<file path="config.mk">
export PLATFORM = sky130hd
export DESIGN_NAME = rtci_dev_flat
export DESIGN_NICKNAME = d
export VERILOG_FILES = /design/src/rtci_pkg.sv /design/src/rtci_if.sv /design/src/rtci_dev.sv /design/src/flat_wrapper.sv
export SDC_FILE = /design/constraint.sdc
export NUM_CORES = 1
export LEC_CHECK = 0
export BUFFER_PORTS_ARGS = -buffer_cell sky130_fd_sc_hd__buf_4
export CAP_MARGIN = 15
export CORE_MARGIN = 8
export CORE_UTILIZATION = 35
export DETAILED_ROUTE_END_ITERATION = 12
export PLACE_DENSITY_LB_ADDON = 0.3
export SLEW_MARGIN = 20
export SYNTH_ARGS = -nofsm -noshare
export SYNTH_HDL_FRONTEND = slang
export SYNTH_SLANG_ARGS = --single-unit
</file>
<file path="constraint.sdc">
create_clock -name i_clk -period 1.8 [get_ports i_clk]
set_input_delay 0 -clock i_clk [delete_from_list [all_inputs] [get_ports i_clk]]
set_output_delay 0 -clock i_clk [all_outputs]
set_load 0.005 [all_outputs]
</file>
<file path="src/rtci_pkg.sv">
// Shared constants and types for the RTC interrupt logic, device end and host end.
// Assumes a single 20 MHz clock and a 32.768 kHz timebase tick supplied as an enable pulse.
package rtci_pkg;

	// ----------------------------------------------------------------
	// Register map
	// ----------------------------------------------------------------
	localparam logic [16:0] RTCI_ADDR_EVENT_FLAGS = 17'h1_fff0;
	localparam logic [16:0] RTCI_ADDR_IRQ_CONFIG = 17'h1_fff6;

	// Flag bit positions in event_flags.
	localparam int RTCI_FLG_WDOG = 7;
	localparam int RTCI_FLG_ALARM = 6;
	localparam int RTCI_FLG_PWRFAIL = 5;
	localparam int RTCI_FLG_OSC = 4;

	// Field positions in interrupt_config.
	localparam int RTCI_CFG_WDOG_EN = 7;
	localparam int RTCI_CFG_ALARM_EN = 6;
	localparam int RTCI_CFG_PWRFAIL_EN = 5;
	localparam int RTCI_CFG_HIGH = 3;
	localparam int RTCI_CFG_PULSE = 2;

	// Writable bits of interrupt_config and its reset value.
	localparam logic [7:0] RTCI_CFG_MASK = 8'h00_ec;
	localparam logic [7:0] RTCI_CFG_RESET = 8'h00_08;
	localparam logic [7:0] RTCI_FLAGS_RESET = 8'h00_00;

	// ----------------------------------------------------------------
	// Timing
	// ----------------------------------------------------------------
	localparam int RTCI_TICK_HZ = 32768;
	localparam int RTCI_PULSE_MS = 200;
	// Pulse length in timebase ticks, rounded down.
	localparam int RTCI_PULSE_TICKS = (RTCI_TICK_HZ * RTCI_PULSE_MS) / 1000;
	localparam int RTCI_PCNT_W = 13;

	typedef enum logic [2:0] {
		RTCI_ST_IDLE = 3'b001,
		RTCI_ST_LEVEL = 3'b010,
		RTCI_ST_PULSE = 3'b100
	} rtci_state_t;

	typedef enum logic [1:0] {
		RTCI_H_HOLD = 2'b01,
		RTCI_H_WAIT = 2'b10
	} rtci_hstate_t;

endpackage : rtci_pkg

</file>
<file path="src/rtci_if.sv">
// Interface joining the RTC interrupt device end to the host end.
// Assumes the bench resolves the interrupt wire from value and enable, with a pull-up.
interface rtci_if;
	import rtci_pkg::*;

	logic rd_en;
	logic wr_en;
	logic [16:0] addr;
	logic [7:0] wdata;
	logic [7:0] rdata;
	logic irq_out;
	logic irq_oe;
	logic irq_in;

	modport dev (input rd_en, input wr_en, input addr, input wdata, output rdata,
		output irq_out, output irq_oe, input irq_in);
	modport host (output rd_en, output wr_en, output addr, output wdata, input rdata,
		input irq_in);
endinterface : rtci_if

</file>
<file path="src/rtci_dev.sv">
// Device end of the RTC interrupt logic: flags, interrupt configuration and output driver.
// Assumes event inputs are one-cycle pulses from the source logic and a timebase tick enable.
// Assumes i_tick is high for one clock per timebase period.
// Assumes the surroundings resolve the pin from its value and enable, with a pull-up.
// Function
// - Three sources each with own enable bit
// - Output needs set flag and its enable
// - Pulse mode gives fixed 200 ms pulse
// - Level mode holds until flags read
// - No interrupts while on backup power
// - Interrupts valid only after recall completes
// - Watchdog timeout sets flag, optionally interrupts
// - Alarm match sets flag, optionally interrupts
// - Power fail sets flag, optionally interrupts
// - Polarity bit selects high push-pull or low open-drain
// - Active high drive gated by power good
// - Flags read clears all flags except oscillator flag
// - Flags read ends pulse early
// - Host reads flags on interrupt
// - Host in reset does not read flags
// - Each flag except oscillator flag sticky until flags read
// - Flags pollable with interrupts disabled
// - Flags load zero on power-up except oscillator flag
module rtci_dev
	import rtci_pkg::*;
(
	input wire logic i_clk,
	input wire logic i_rst_b,
	input wire logic i_ce,
	rtci_if.dev bus,
	input wire logic i_tick,
	input wire logic i_wdog_timeout,
	input wire logic i_alarm_match,
	input wire logic i_pwrfail,
	input wire logic i_osc_failed,
	input wire logic i_vcc_good,
	input wire logic i_recall_done,
	output logic o_irq_active
);

	// ----------------------------------------------------------------
	// State
	// ----------------------------------------------------------------
	// Everything the device end remembers, registered as one word.
	// The oscillator flag is not stored here: it follows its source level.
	typedef struct packed {
		rtci_state_t st;
		logic [7:0] cfg;
		logic wdog_timeout_flag;
		logic alarm_match_flag;
		logic pwrfail_flag;
		logic [RTCI_PCNT_W-1:0] pcnt;
		logic [7:0] rdata;
	} rtci_dev_t;

	rtci_dev_t s_reg;
	rtci_dev_t s_next;
	logic flags_rd;
	logic cfg_rd;
	logic cfg_wr;
	logic pend;
	logic active;
	logic enabled;
	logic pulse_last;
	logic high_mode;

	// ----------------------------------------------------------------
	// Helpers
	// ----------------------------------------------------------------
	// Full address compare; the block answers only at its two offsets.
	function automatic logic addr_hit(input logic [16:0] a, input logic [16:0] r);
		return a == r;
	endfunction : addr_hit

	// A source requests the pin only while its flag and its enable are both set.
	function automatic logic src_req(input logic flag, input logic [7:0] cfg, input int pos);
		return flag && cfg[pos];
	endfunction : src_req

	function automatic logic [7:0] flags_byte(input rtci_dev_t s, input logic osc);
		logic [7:0] b;
		b = 8'h00_00;
		b[RTCI_FLG_WDOG] = s.wdog_timeout_flag;
		b[RTCI_FLG_ALARM] = s.alarm_match_flag;
		b[RTCI_FLG_PWRFAIL] = s.pwrfail_flag;
		b[RTCI_FLG_OSC] = osc;
		return b;
	endfunction : flags_byte

	// Reads of offsets outside the map return zero.
	function automatic logic [7:0] read_byte(input rtci_dev_t s, input logic osc,
		input logic fl, input logic cf);
		logic [7:0] b;
		b = 8'h00;
		if (fl) begin
			b = flags_byte(s, osc);
		end else if (cf) begin
			b = s.cfg;
		end
		return b;
	endfunction : read_byte

	// Hardware set wins over a clearing read in the same cycle, so no event is lost.
	function automatic logic sticky(input logic flag, input logic set, input logic clr);
		logic f;
		f = flag;
		if (clr) begin
			f = 1'b0;
		end
		if (set) begin
			f = 1'b1;
		end
		return f;
	endfunction : sticky

	// ----------------------------------------------------------------
	// Decode
	// ----------------------------------------------------------------
	// Only the flags offset clears anything on a read.
	assign flags_rd = bus.rd_en && addr_hit(bus.addr, RTCI_ADDR_EVENT_FLAGS);
	assign cfg_rd = bus.rd_en && addr_hit(bus.addr, RTCI_ADDR_IRQ_CONFIG);
	assign cfg_wr = bus.wr_en && addr_hit(bus.addr, RTCI_ADDR_IRQ_CONFIG);
	// Backup power or an unfinished recall silences the pin and blocks new requests.
	assign enabled = i_vcc_good && i_recall_done;
	// A request stays pending while its flag is set, so a finished pulse re-arms.
	assign pend = src_req(s_reg.wdog_timeout_flag, s_reg.cfg, RTCI_CFG_WDOG_EN)
		|| src_req(s_reg.alarm_match_flag, s_reg.cfg, RTCI_CFG_ALARM_EN)
		|| src_req(s_reg.pwrfail_flag, s_reg.cfg, RTCI_CFG_PWRFAIL_EN);
	// The pulse ends on the tick that completes its count.
	assign pulse_last = i_tick && (s_reg.pcnt == RTCI_PCNT_W'(RTCI_PULSE_TICKS - 1));

	// ----------------------------------------------------------------
	// Next state
	// ----------------------------------------------------------------
	always_comb begin
		s_next = s_reg;
		if (bus.rd_en) begin
			s_next.rdata = read_byte(s_reg, i_osc_failed, flags_rd, cfg_rd);
		end
		if (cfg_wr) begin
			s_next.cfg = bus.wdata & RTCI_CFG_MASK;
		end
		s_next.wdog_timeout_flag = sticky(s_reg.wdog_timeout_flag, i_wdog_timeout, flags_rd);
		s_next.alarm_match_flag = sticky(s_reg.alarm_match_flag, i_alarm_match, flags_rd);
		s_next.pwrfail_flag = sticky(s_reg.pwrfail_flag, i_pwrfail, flags_rd);
		// The state only leaves idle when a request is taken.
		unique case (s_reg.st)
			RTCI_ST_IDLE: begin
				// The mode is chosen when the request is taken.
				if (pend && enabled && !flags_rd) begin
					s_next.pcnt = '0;
					s_next.st = s_reg.cfg[RTCI_CFG_PULSE] ? RTCI_ST_PULSE : RTCI_ST_LEVEL;
				end
			end
			RTCI_ST_LEVEL: begin
				// Level holds until the host reads the flags.
				if (flags_rd || !enabled) begin
					s_next.st = RTCI_ST_IDLE;
				end
			end
			RTCI_ST_PULSE: begin
				// A flags read cuts the pulse short.
				if (flags_rd || !enabled) begin
					s_next.st = RTCI_ST_IDLE;
				end else if (pulse_last) begin
					s_next.st = RTCI_ST_IDLE;
				end else if (i_tick) begin
					s_next.pcnt = s_reg.pcnt + 1'b1;
				end
			end
		endcase
	end

	// ----------------------------------------------------------------
	// Registers
	// ----------------------------------------------------------------
	// Flags clear on power-up; the oscillator flag is left to its source.
	// Clock enable low freezes every field.
	always_ff @(posedge i_clk or negedge i_rst_b) begin
		if (!i_rst_b) begin
			s_reg.st <= RTCI_ST_IDLE;
			s_reg.cfg <= RTCI_CFG_RESET;
			s_reg.wdog_timeout_flag <= RTCI_FLAGS_RESET[RTCI_FLG_WDOG];
			s_reg.alarm_match_flag <= RTCI_FLAGS_RESET[RTCI_FLG_ALARM];
			s_reg.pwrfail_flag <= RTCI_FLAGS_RESET[RTCI_FLG_PWRFAIL];
			s_reg.pcnt <= '0;
			s_reg.rdata <= 8'h00_00;
		end else if (i_ce) begin
			s_reg <= s_next;
		end
	end

	// ----------------------------------------------------------------
	// Pin driver
	// ----------------------------------------------------------------
	// High: push-pull, driven only while supply is good. Low: open drain pulls low.
	// The enable is high whenever this end drives the wire.
	assign active = (s_reg.st != RTCI_ST_IDLE) && enabled;
	assign high_mode = s_reg.cfg[RTCI_CFG_HIGH];
	assign o_irq_active = active;
	assign bus.rdata = s_reg.rdata;
	assign bus.irq_out = high_mode ? (active && i_vcc_good) : 1'b0;
	assign bus.irq_oe = high_mode ? i_vcc_good : active;

endmodule : rtci_dev

</file>
<file path="src/flat_wrapper.sv">
// flat-port wrapper written by rule: the top's interface ports become plain ports
module rtci_dev_flat import rtci_pkg::*;
  (i_clk, i_rst_b, i_ce, i_tick, i_wdog_timeout, i_alarm_match, i_pwrfail, i_osc_failed, i_vcc_good, i_recall_done, o_irq_active, bus_rd_en, bus_wr_en, bus_addr, bus_wdata, bus_rdata, bus_irq_out, bus_irq_oe, bus_irq_in);
  rtci_if bus_i ();
  input wire logic i_clk;
  input wire logic i_rst_b;
  input wire logic i_ce;
  input wire logic i_tick;
  input wire logic i_wdog_timeout;
  input wire logic i_alarm_match;
  input wire logic i_pwrfail;
  input wire logic i_osc_failed;
  input wire logic i_vcc_good;
  input wire logic i_recall_done;
  output logic o_irq_active;
  input wire logic [$bits(bus_i.rd_en)-1:0] bus_rd_en;
  input wire logic [$bits(bus_i.wr_en)-1:0] bus_wr_en;
  input wire logic [$bits(bus_i.addr)-1:0] bus_addr;
  input wire logic [$bits(bus_i.wdata)-1:0] bus_wdata;
  output wire logic [$bits(bus_i.rdata)-1:0] bus_rdata;
  output wire logic [$bits(bus_i.irq_out)-1:0] bus_irq_out;
  output wire logic [$bits(bus_i.irq_oe)-1:0] bus_irq_oe;
  input wire logic [$bits(bus_i.irq_in)-1:0] bus_irq_in;
  assign bus_i.rd_en = bus_rd_en;
  assign bus_i.wr_en = bus_wr_en;
  assign bus_i.addr = bus_addr;
  assign bus_i.wdata = bus_wdata;
  assign bus_rdata = bus_i.rdata;
  assign bus_irq_out = bus_i.irq_out;
  assign bus_irq_oe = bus_i.irq_oe;
  assign bus_i.irq_in = bus_irq_in;
  rtci_dev u_core (.i_clk(i_clk), .i_rst_b(i_rst_b), .i_ce(i_ce), .bus(bus_i), .i_tick(i_tick), .i_wdog_timeout(i_wdog_timeout), .i_alarm_match(i_alarm_match), .i_pwrfail(i_pwrfail), .i_osc_failed(i_osc_failed), .i_vcc_good(i_vcc_good), .i_recall_done(i_recall_done), .o_irq_active(o_irq_active));
endmodule
</file>
==> results of run 1 <==
worst reg2reg max path, delay by kind of cell, from the launching register on:
family                     cells  cell delay, ns
AOI/OAI and AO/OA              2            0.38
adders and majority gates      1            0.15
buffers and inverters          2            0.21
DFF                            1            0.37
muxes                          1            0.26
and+or+nand+nor                2            0.34
cell usage after synthesis (all sizes together) (3+ instances only):
cell type / n
a21oi: 6
o21ai: 24
nor2: 16
and2: 3
nor2b: 3
dfrtp: 28
nand2: 23
nor3: 4
a22o: 6
and3: 4
buf: 13
nand4: 11
nor3b: 4
nand3: 6
mux2: 6
inv: 3
final timing paths:
kind                       depth (start not counted)             endpoint                start
hold reg to reg                                    2  u_core.bus.rdata[4]  u_core.bus.rdata[4]
max in group asynchronous                          2     u_core.high_mode              i_rst_b
min in group asynchronous                          2     u_core.s_reg[33]              i_rst_b
hold / removal                                     3     u_core.s_reg[32]                 i_ce
setup / recovery                                   8      u_core.s_reg[8]      u_core.s_reg[9]
setup reg to reg                                   8      u_core.s_reg[8]      u_core.s_reg[9]
power breakdown:
part | internal [uW] | switching, uW | total, uW
combinational | 184 | 131 | 315
sequential | 706 | 29.8 | 736
clock | 590 | 265 | 855
layout by cell type (no fill, tap or decap), types with 4 or more instances in the layout:
cell and n:
a21oi_1 5, a22o_1 6, and3_1 4, buf_4 72
clkbuf_8 6, dfrtp_1 28, dlygate4sd3_1 10, mux2_2 5
nand2_1 23, nand3_1 6, nand4_1 11, nor2_1 14
nor3_1 4, o21ai_0 6, o21ai_1 11, o21ai_2 7
cell type report:
class	count	share of cell area, %
clock buffers	6	3.11
repair buffers	83	24.6
clock inverters	2	2.26
multi-input cells	144	37.9
inverters	3	0.425
well taps	70	3.30
flip-flops and latches	30	28.4
metal layers:
layer	wire, um	vias to the layer above	track usage, %
li1	-	842	-
met1	2110	826	15.5
met2	2330	53	21.3
met3	427	10	5.00
met4	57	0	3.75
met5	0	-	0
repair_timing:
action,CTS,global route
endpoints found under the setup margin,12,15
setup buffers,8,1
hold buffers,10,0
resized for setup,6,13
hold endpoints to repair,39,0
pin swaps,5,9
gates cloned,1,0
cells by family after synthesis:
kind of cell	share of synthesized area [%]
mux	3.78
other cells	0.210
compound gates	16.8
flops	42.2
simple gates	29.3
fa+ha+maj	1.40
buf+inv	6.37
through the flow:
step,std cells,hold slack [ns],TNS [ns]
floorplan,190,-0.296,0
global placement,310,-0.0427,0
detailed placement,310,-0.0435,-0.310
CTS,337,0.0320,-0.0251
global route,338,0.0560,-0.303
finish,338,0.0336,-0.0227
==> reports/qor.txt, run 1 <==
Number of synthesized flops with an enable pin - 0
Worst-path maximum fanout - 8
Peak supply drop - 0.596 mV
Ys Warns - 0
Reg2reg setup slack - -0.02 ns
Final min period - 1.82 ns
Area growth from synthesis to layout - 48.5%
FF/Latch Area - 753 um^2
RSZ-0062 raised after global routing - true
Initial detailed-routing violation count - 112
WP data required - 1.96 ns
# H-tree levels - 2
Critical path capture point type - register
Maximum clock insertion buffer count - 2
Rows - 26
Post-synthesis register bit count - 30
Filler cells - 472
CORE AREA - 5010 um^2
WL per Instance - 14.6 um
DR vias - 1731
Via count of the first global-routing pass - 1639
Syn Inst Count - 189
Number of flip-flops in the largest register - 23
Synth top area share - 39.2%
Die width - 87.5 um
Initial Utilization - 35.7%
CP arrival - 1.99 ns
Hold Crit Class - input pin to register
Port-buffer cells - 42
Antenna violations before repair - 0
GRT overflow - 0
Final hold violation count - 0
Total CTS buffers - 5
Max Clock Skew - 0.00682 ns
Setup WS pre-CTS - -0.0619 ns
CP top delay family - compound AO/OA/AOI/OAI gates
Root buf cell - clkbuf_8
Die height - 87.5 um
Initial DRT Pass Iterations - 4
Design Area, Final - 2650 um^2
CTS tree - built
FMAX - 549 MHz
DP HPWL - 3500 um
Clk_lat worst skew - 0.28 ns
Worst Setup Start Kind - register
Total track usage - 13.1%
Drc violations - 0
Setup ws final - -0.0227 ns
Routed Antenna Nets - 0
Synth area leader - dfrtp_1
Die area - 7650 um^2
Synth Area per Inst - 9.45 um^2
I/O pins - 49
Pin count of the biggest net entering global routing - 31
Ratio of final minimum period to clock period - 101%
Area taken by multi-input logic gates - 1010 um^2
Core Util, Final - 52.9%
Synth Flop Type - dfrtp_1
Max-slew violation count - 0
Status - finished with violations
Net count of the finished layout - 307
Max-cap violations - 0
First-pass GRT wire length - 7820 um
Total power - 1910 uW
Critical path's slowest cell - dfrtp_1
Vias/cell - 5.12
Buf+Inv Stages, Crit Path - 2
RePlAce Congestion - 0.848
FFs w/ async S/R, synth - 100%
Power per standard cell area - 719 nW/um^2
Critical path class - register to register
Clock slew at reported path FFs - 0.07 ns
Top post-synthesis cells by area - dfrtp_1 39%, nand2_1 4.8%, o21ai_1 4.5%
Proportion of synthesized chip area in sequential cells - 42.2%
Synth unique cells - 48
Layout cells sized above 1 - 42.5%
CP peak stage delay - 0.37 ns
Setup Viol. Count Final - 1
Failing checks - setup timing
P_leak - 0.00121 uW
Crit path cell chain - inv_2 > ha_4 > and4b_1 > and4_4 > a211oi_4 > o21ai_2 > buf_6 > mux2_4
Syn Std Cell Area - 1790 um^2
Placed cell areas - 2260 um^2
Total Wirelength - 4930 um
N_diodes - 0
Clock Sinks - 30
Power figures use the tool's default switching activity.
==> run 2: changes to the inputs <==
--- a/config.mk
+++ b/config.mk
@@ -5,6 +5,7 @@
 export SDC_FILE = /design/constraint.sdc
 export NUM_CORES = 1
 export LEC_CHECK = 0
+export ABC_AREA = 1
 export BUFFER_PORTS_ARGS = -buffer_cell sky130_fd_sc_hd__buf_4
 export CAP_MARGIN = 15
 export CORE_MARGIN = 8
==> run 2 against run 1 <==
Effect of this change:
- global-route usage is 1.1 points lower
- critical path type unchanged
- non-clock buffer count fell by 21
- sequential cell count unchanged
- wire length is 4.9% lower
- sequential power is essentially flat
- first-iteration DRC count shrank 52%
- clock-buffer cell count up 2
- fmax rose by 14%
- worst hold slack improved by 0.11 ns
- power decreased by 5.7%
- design area down 4.7%
- the flow now finishes without violations
- combinational power is 31% higher
==> reports/qor.txt, run 2 <==
Status - complete, no violations
Worst Setup Start Kind - register
Pin count of the biggest net entering global routing - 31 (unchanged)
Total CTS buffers - 5 (unchanged)
Clk_lat worst skew - 0.29 ns (about the same)
CTS tree - built
Synth top area share - 36.5% (-2.7 points)
Top post-synthesis cells by area - dfrtp_1 37%, nand2_1 16%, nand3_1 7.6%
Worst-path maximum fanout - 6 (-2)
First-pass GRT wire length - 8110 um (+3.8%)
Routed Antenna Nets - 0 (unchanged)
CP arrival - 1.83 ns (-0.16 ns)
Max-slew violation count - 0 (unchanged)
Post-synth top cells - 80 x nand2_1, 36 x inv_1, 31 x nor2_1, 29 x nand3_1, 28 x dfrtp_1
Die area - 8110 um^2 (+6.0%)
P_leak - 0.00123 uW (+1.2%)
Number of synthesized flops with an enable pin - 0 (unchanged)
Maximum clock insertion buffer count - 2 (unchanged)
Initial Utilization - 35.5% (-0.16 points)
Filler cells - 551 (+17%)
Final hold violation count - 0 (unchanged)
DP HPWL - 3500 um (about the same)
CORE AREA - 5410 um^2 (+7.9%)
DR vias - 1839 (+6.2%)
Syn Inst Count - 273 (+44%)
Total track usage - 12.0% (-1.1 points)
Synth Area per Inst - 7.03 um^2 (-26%)
# Post-CTS Setup Buffers - 0 (-8)
Initial DRT Pass Iterations - 4 (unchanged)
RePlAce Congestion - 0.849 (+0.15%)
N_diodes - 0 (unchanged)
Clock Sinks - 30 (unchanged)
Via count of the first global-routing pass - 1789 (+9.2%)
Antenna violations before repair - 0 (unchanged)
Root buf cell - clkbuf_8
FMAX - 623 MHz (+14%)
Design Area, Final - 2530 um^2 (-4.7%)
Peak supply drop - 0.274 mV (-54%)
Max Clock Skew - 0.0108 ns (+0.00399 ns)
WL per Instance - 11.6 um (-20%)
Most common cell in the netlist - nand2_1
Die height - 90.1 um (+3.0%)
# H-tree levels - 2 (unchanged)
Initial detailed-routing violation count - 54 (-52%)
Port-buffer cells - 42 (unchanged)
Synth area leader - dfrtp_1
Ratio of final minimum period to clock period - 89.2% (-12 points)
Proportion of synthesized chip area in sequential cells - 39.2% (-2.9 points)
Gates resized, CTS repair - 0 (-6)
Synth Flop Type - dfrtp_1
Commonest cells after routing, fill and taps aside - 80 x nand2_1, 49 x buf_4, 36 x inv_1
Setup TNS - 0 ns (+0.0227 ns)
Final min period - 1.61 ns (-0.218 ns)
Most common cell after layout, fill and taps aside - nand2_1
GRT overflow - 0 (unchanged)
Setup Viol. Count Final - 0 (-1)
Clock slew at reported path FFs - 0.07 ns (about the same)
Syn Std Cell Area - 1920 um^2 (+7.4%)
Net count of the finished layout - 371 (+21%)
Critical path class - register to register
Max-cap violations - 0 (unchanged)
Drc violations - 0 (unchanged)
Layout cells sized above 1 - 22.3% (-20 points)
Synth unique cells - 29 (-40%)
Vias/cell - 4.55 (-11%)
FFs w/ async S/R, synth - 100% (unchanged)
Rows - 27 (+3.8%)
Area growth from synthesis to layout - 31.7%
Number of flip-flops in the largest register - 23 (unchanged)
Placed cell areas - 2290 um^2 (+1.4%)
WP data required - 2.03 ns (+0.07 ns)
Power per standard cell area - 711 nW/um^2 (-1.0%)
RSZ-0062 raised after global routing - false
Die width - 90.1 um (+3.0%)
Total Wirelength - 4680 um (-4.9%)
Hold Crit Class - input pin to register
Critical path capture point type - register
I/O pins - 49 (unchanged)
Post-synthesis register bit count - 30 (unchanged)
Ys Warns - 0 (unchanged)
==> run 2: cell types whose count changed after synthesis, sizes merged, moves of 4 or more <==
cell	previous run	this run
nand3	6	29
nand4	11	2
inv	3	41
nor2	16	33
mux2	6	0
o21ai	24	19
nor3	4	8
nand2	23	84
and3	4	0
==> run 2: repair_timing <==
item / 4_1_cts / 5_1_grt
hold buffers: 13 / 0
endpoints found under the setup margin: 0 / 0
hold endpoints to repair: 39 / 0
==> run 2: logic make-up (layout without fill, tap and decap cells) <==
group / count (synthesis) / count (layout) / synth area share [%]
flip-flops: 30 / 30 / 39.2
AND/OR/NAND/NOR: 158 / 158 / 36.0
other: 1 / 2 / 0.195
AO/OA/AOI/OAI: 26 / 26 / 8.67
adder cells (fa/ha/maj): 2 / 2 / 1.30
buffers and inverters: 53 / 111 / 13.2
XOR/XNOR: 3 / 3 / 1.37
==> run 2: worst max-delay path, cell delays in order (launching register included) <==
cell	delay, ns
dfrtp_1	0.39
inv_1	0.06
ha_1	0.18
nand3_1	0.07
nor2_1	0.04
nand2_1	0.09
nand3_1	0.13
a21oi_4	0.25
buf_4	0.19
nand3_1	0.08
nand2_1	0.07
==> run 2: final timing paths <==
| check | from | endpoint | slack, ns | cells after the start |
|---|---|---|---|---|
| worst min register to register | u_core.s_reg[19] | u_core.s_reg[19] | 0.47 | 2 |
| min in group asynchronous | i_rst_b | u_core.s_reg[13] | 0.19 | 2 |
| worst min-delay path | bus_rd_en | u_core.bus.rdata[3] | 0.15 | 3 |
| worst max register to register | u_core.s_reg[9] | u_core.s_reg[18] | 0.19 | 10 |
| worst max-delay path | u_core.s_reg[9] | u_core.s_reg[18] | 0.19 | 10 |
| max in group asynchronous | i_rst_b | u_core.high_mode | 1.26 | 2 |
==> run 2: metrics by stage <==
step           hold WS (ns)  cells  utilization, %  total power, uW  setup slack (ns)
2_1_floorplan        -0.296    274               -             1000             0.278
3_3_place_gp        -0.0395    383            42.3             1140             0.213
3_5_place_dp        -0.0376    383            42.3             1140             0.198
4_1_cts               0.134    404            46.8             1810             0.178
5_1_grt               0.165    404            46.8             1890            0.0169
6_report              0.146    404            46.8             1800             0.195
==> run 2: power by group <==
group	switching (uW)	internal (uW)
logic	233	179
registers	30.4	703
clock network	266	386
==> run 2: layout make-up <==
cell class | instances | area (um^2) | share of cell area (%)
multi-input combinational | 191 | 917 | 36.3
sequential | 30 | 753 | 29.8
timing repair buffer | 62 | 498 | 19.7
inverter | 41 | 159 | 6.29
clock buffer | 8 | 110 | 4.36
tap | 72 | 90.1 | 3.56
==> run 2: routing by layer <==
layer  GRT usage, %  wire [um]  share of wire, %
met2           20.7       2340                50
met3           3.08        160               3.4
met4           5.41         78               1.7
met1           13.6       2110                45
met5              0          0                 0
==> run 3: changes to the inputs <==
==> constraint.sdc (replaced) <==
create_clock -name i_clk -period 1.8 [get_ports i_clk]
set_input_delay 0.45 -clock i_clk [delete_from_list [all_inputs] [get_ports i_clk]]
set_output_delay 0.45 -clock i_clk [all_outputs]
set_load 0.005 [all_outputs]
==> run 3 against run 2 <==
Effect of this change:
- worst setup slack worse by 0.15 ns
- global-route usage down 0.18 points
- power down 2.3%
- sequential power about the same
- final cell count down 2.0%
- combinational power up 13%
- critical endpoint is now bus_irq_oe
- critical path depth down 4
- clock skew down 0.0056 ns
==> reports/qor.txt, run 3 (synthesis results as in run 2) <==
Final min period - 1.75 ns (+0.145 ns)
Vias/cell - 4.46 (-2.1%)
Pin count of the biggest net entering global routing - 31 (unchanged)
Rows - 27 (unchanged)
CP peak stage delay - 0.54 ns (+0.15 ns)
DR vias - 1765 (-4.0%)
Initial DRT Pass Iterations - 4 (unchanged)
Worst Setup Start Kind - register
Die width - 90.1 um (unchanged)
WP data required - 1.35 ns (-0.68 ns)
Peak supply drop - 0.312 mV (+14%)
Commonest cells after routing, fill and taps aside - 79 x nand2_1, 53 x buf_4, 35 x inv_1
Crit path cell chain - inv_2 > nor3_4 > inv_2 > nand2_2 > nand2_1 > buf_4
Clock Sinks - 30 (unchanged)
First-pass GRT wire length - 8130 um (+0.17%)
FMAX - 571 MHz (-8.3%)
Total CTS buffers - 5 (unchanged)
Die height - 90.1 um (unchanged)
Routed Antenna Nets - 0 (unchanged)
Via count of the first global-routing pass - 1814 (+1.4%)
CTS tree - built
DP HPWL - 3450 um (-1.4%)
Status - complete, no violations
Design Area, Final - 2420 um^2 (-4.2%)
Ratio of final minimum period to clock period - 97.2% (+8.1 points)
Net count of the finished layout - 363 (-2.2%)
Max-slew violation count - 0 (unchanged)
N_diodes - 0 (unchanged)
Final hold violation count - 0 (unchanged)
Hold Crit Class - input pin to async pin
Critical path class - register to output pin
Clock slew at reported path FFs - 0.06 ns (about the same)
Total Wirelength - 4430 um (-5.5%)
Antenna violations before repair - 0 (unchanged)
RePlAce Congestion - 0.854 (+0.60%)
Drc violations - 0 (unchanged)
CORE AREA - 5410 um^2 (unchanged)
Initial detailed-routing violation count - 103 (+91%)
Max-cap violations - 0 (unchanged)
Number of flip-flops in the largest register - 23 (unchanged)
Max Clock Skew - 0.00525 ns (-0.00556 ns)
Crit path top cell by count - inv_2
P_leak - 0.00119 uW (-2.6%)
Critical path's slowest cell - dfstp_2
Worst-path maximum fanout - 3 (-3)
Hold_buf cts - 0 (-13)
Buf+Inv Stages, Crit Path - 3 (+1)
Port-buffer cells - 42 (unchanged)
# H-tree levels - 2 (unchanged)
Area growth from synthesis to layout - 26.2%
Clk_lat worst skew - 0.28 ns (about the same)
Die area - 8110 um^2 (unchanged)
Core Util, Final - 44.8% (-1.9 points)
CP arrival - 1.30 ns (-0.53 ns)
Critical path capture point type - output pin
Most common cell after layout, fill and taps aside - nand2_1
CP top delay family - flip-flops
Power per standard cell area - 725 nW/um^2 (+2.0%)
Maximum clock insertion buffer count - 2 (unchanged)
Total track usage - 11.8% (-0.18 points)
Root buf cell - clkbuf_8
WL per Instance - 11.2 um (-3.6%)
I/O pins - 49 (unchanged)
Filler cells - 571 (+3.6%)
Setup Viol. Count Final - 0 (unchanged)
RSZ-0062 raised after global routing - true
Layout cells sized above 1 - 24.7% (+2.4 points)
GRT overflow - 0 (unchanged)
Placed cell areas - 2290 um^2 (unchanged)
Initial Utilization - 35.5% (unchanged)
-- run 3: cell type report --
cell class                      instances  area, um^2  area share (%)
Clock inverter                          1        5.00           0.207
Multi-Input combinational cell        191         920            38.0
Tap cell                               72        90.1            3.72
Timing Repair Buffer                   54         409            16.9
Sequential cell                        30         753            31.1
Clock buffer                            7        86.3            3.56
Inverter                               41         159            6.56
-- run 3: layer usage --
metal  vias to the layer above  track usage, %  share of wire, %
li1                        951               -                 -
met1                       781            13.9                46
met2                        26            20.2                49
met3                         7            2.83               3.1
met4                         0            4.72               1.9
met5                         -               0                 0
-- run 3: final timing paths --
kind	depth (start not counted)	slack (ns)	endpoint	from
worst min-delay path	1	0.09	u_core.s_reg[19]	i_rst_b
min in group i_clk	3	0.38	u_core.s_reg[21]	i_pwrfail
worst min register to register	2	0.48	u_core.s_reg[19]	u_core.s_reg[19]
max in group asynchronous	1	1.39	u_core.high_mode	i_rst_b
worst max register to register	11	0.16	u_core.s_reg[9]	u_core.s_reg[32]
worst max-delay path	6	0.05	bus_irq_oe	u_core.s_reg[32]
-- run 3: worst register-to-register path, cell delays in order, from the launching register on --
cell and delay (ns):
dfstp_2 0.54, inv_2 0.04, nor3_4 0.12, inv_2 0.06, buf_4 0.12, buf_4 0.12, nand2_2 0.06, inv_2 0.04
a21oi_4 0.15, buf_4 0.18, nand3_1 0.08, nand2_1 0.07
-- run 3: what timing repair did --
action / in CTS / in global routing
resized for setup: 3 / 0
pin swaps: 2 / 2
setup buffers: 3 / 2
setup endpoints to repair: 3 / 3
-- run 3: metrics by stage --
stage	TNS [ns]	power (uW)	cells	hold slack, ns	setup WS, ns
finish	0	1760	396	0.0941	0.0495
detailed placement	0	1150	383	0.413	0.00254
global route	-0.0322	1850	396	0.129	-0.0221
CTS	-0.0425	1750	394	0.109	-0.0291
floorplan	0	1000	274	0.154	0.278
global placement	0	1140	383	0.411	0.0293
-- run 3: report_power, final --
group          total, uW  switching [uW]  internal, uW  leakage [uW]
Combinational        466             244           222      0.000751
Clock                561             253           308     0.0000482
Sequential           731            27.9           703      0.000394
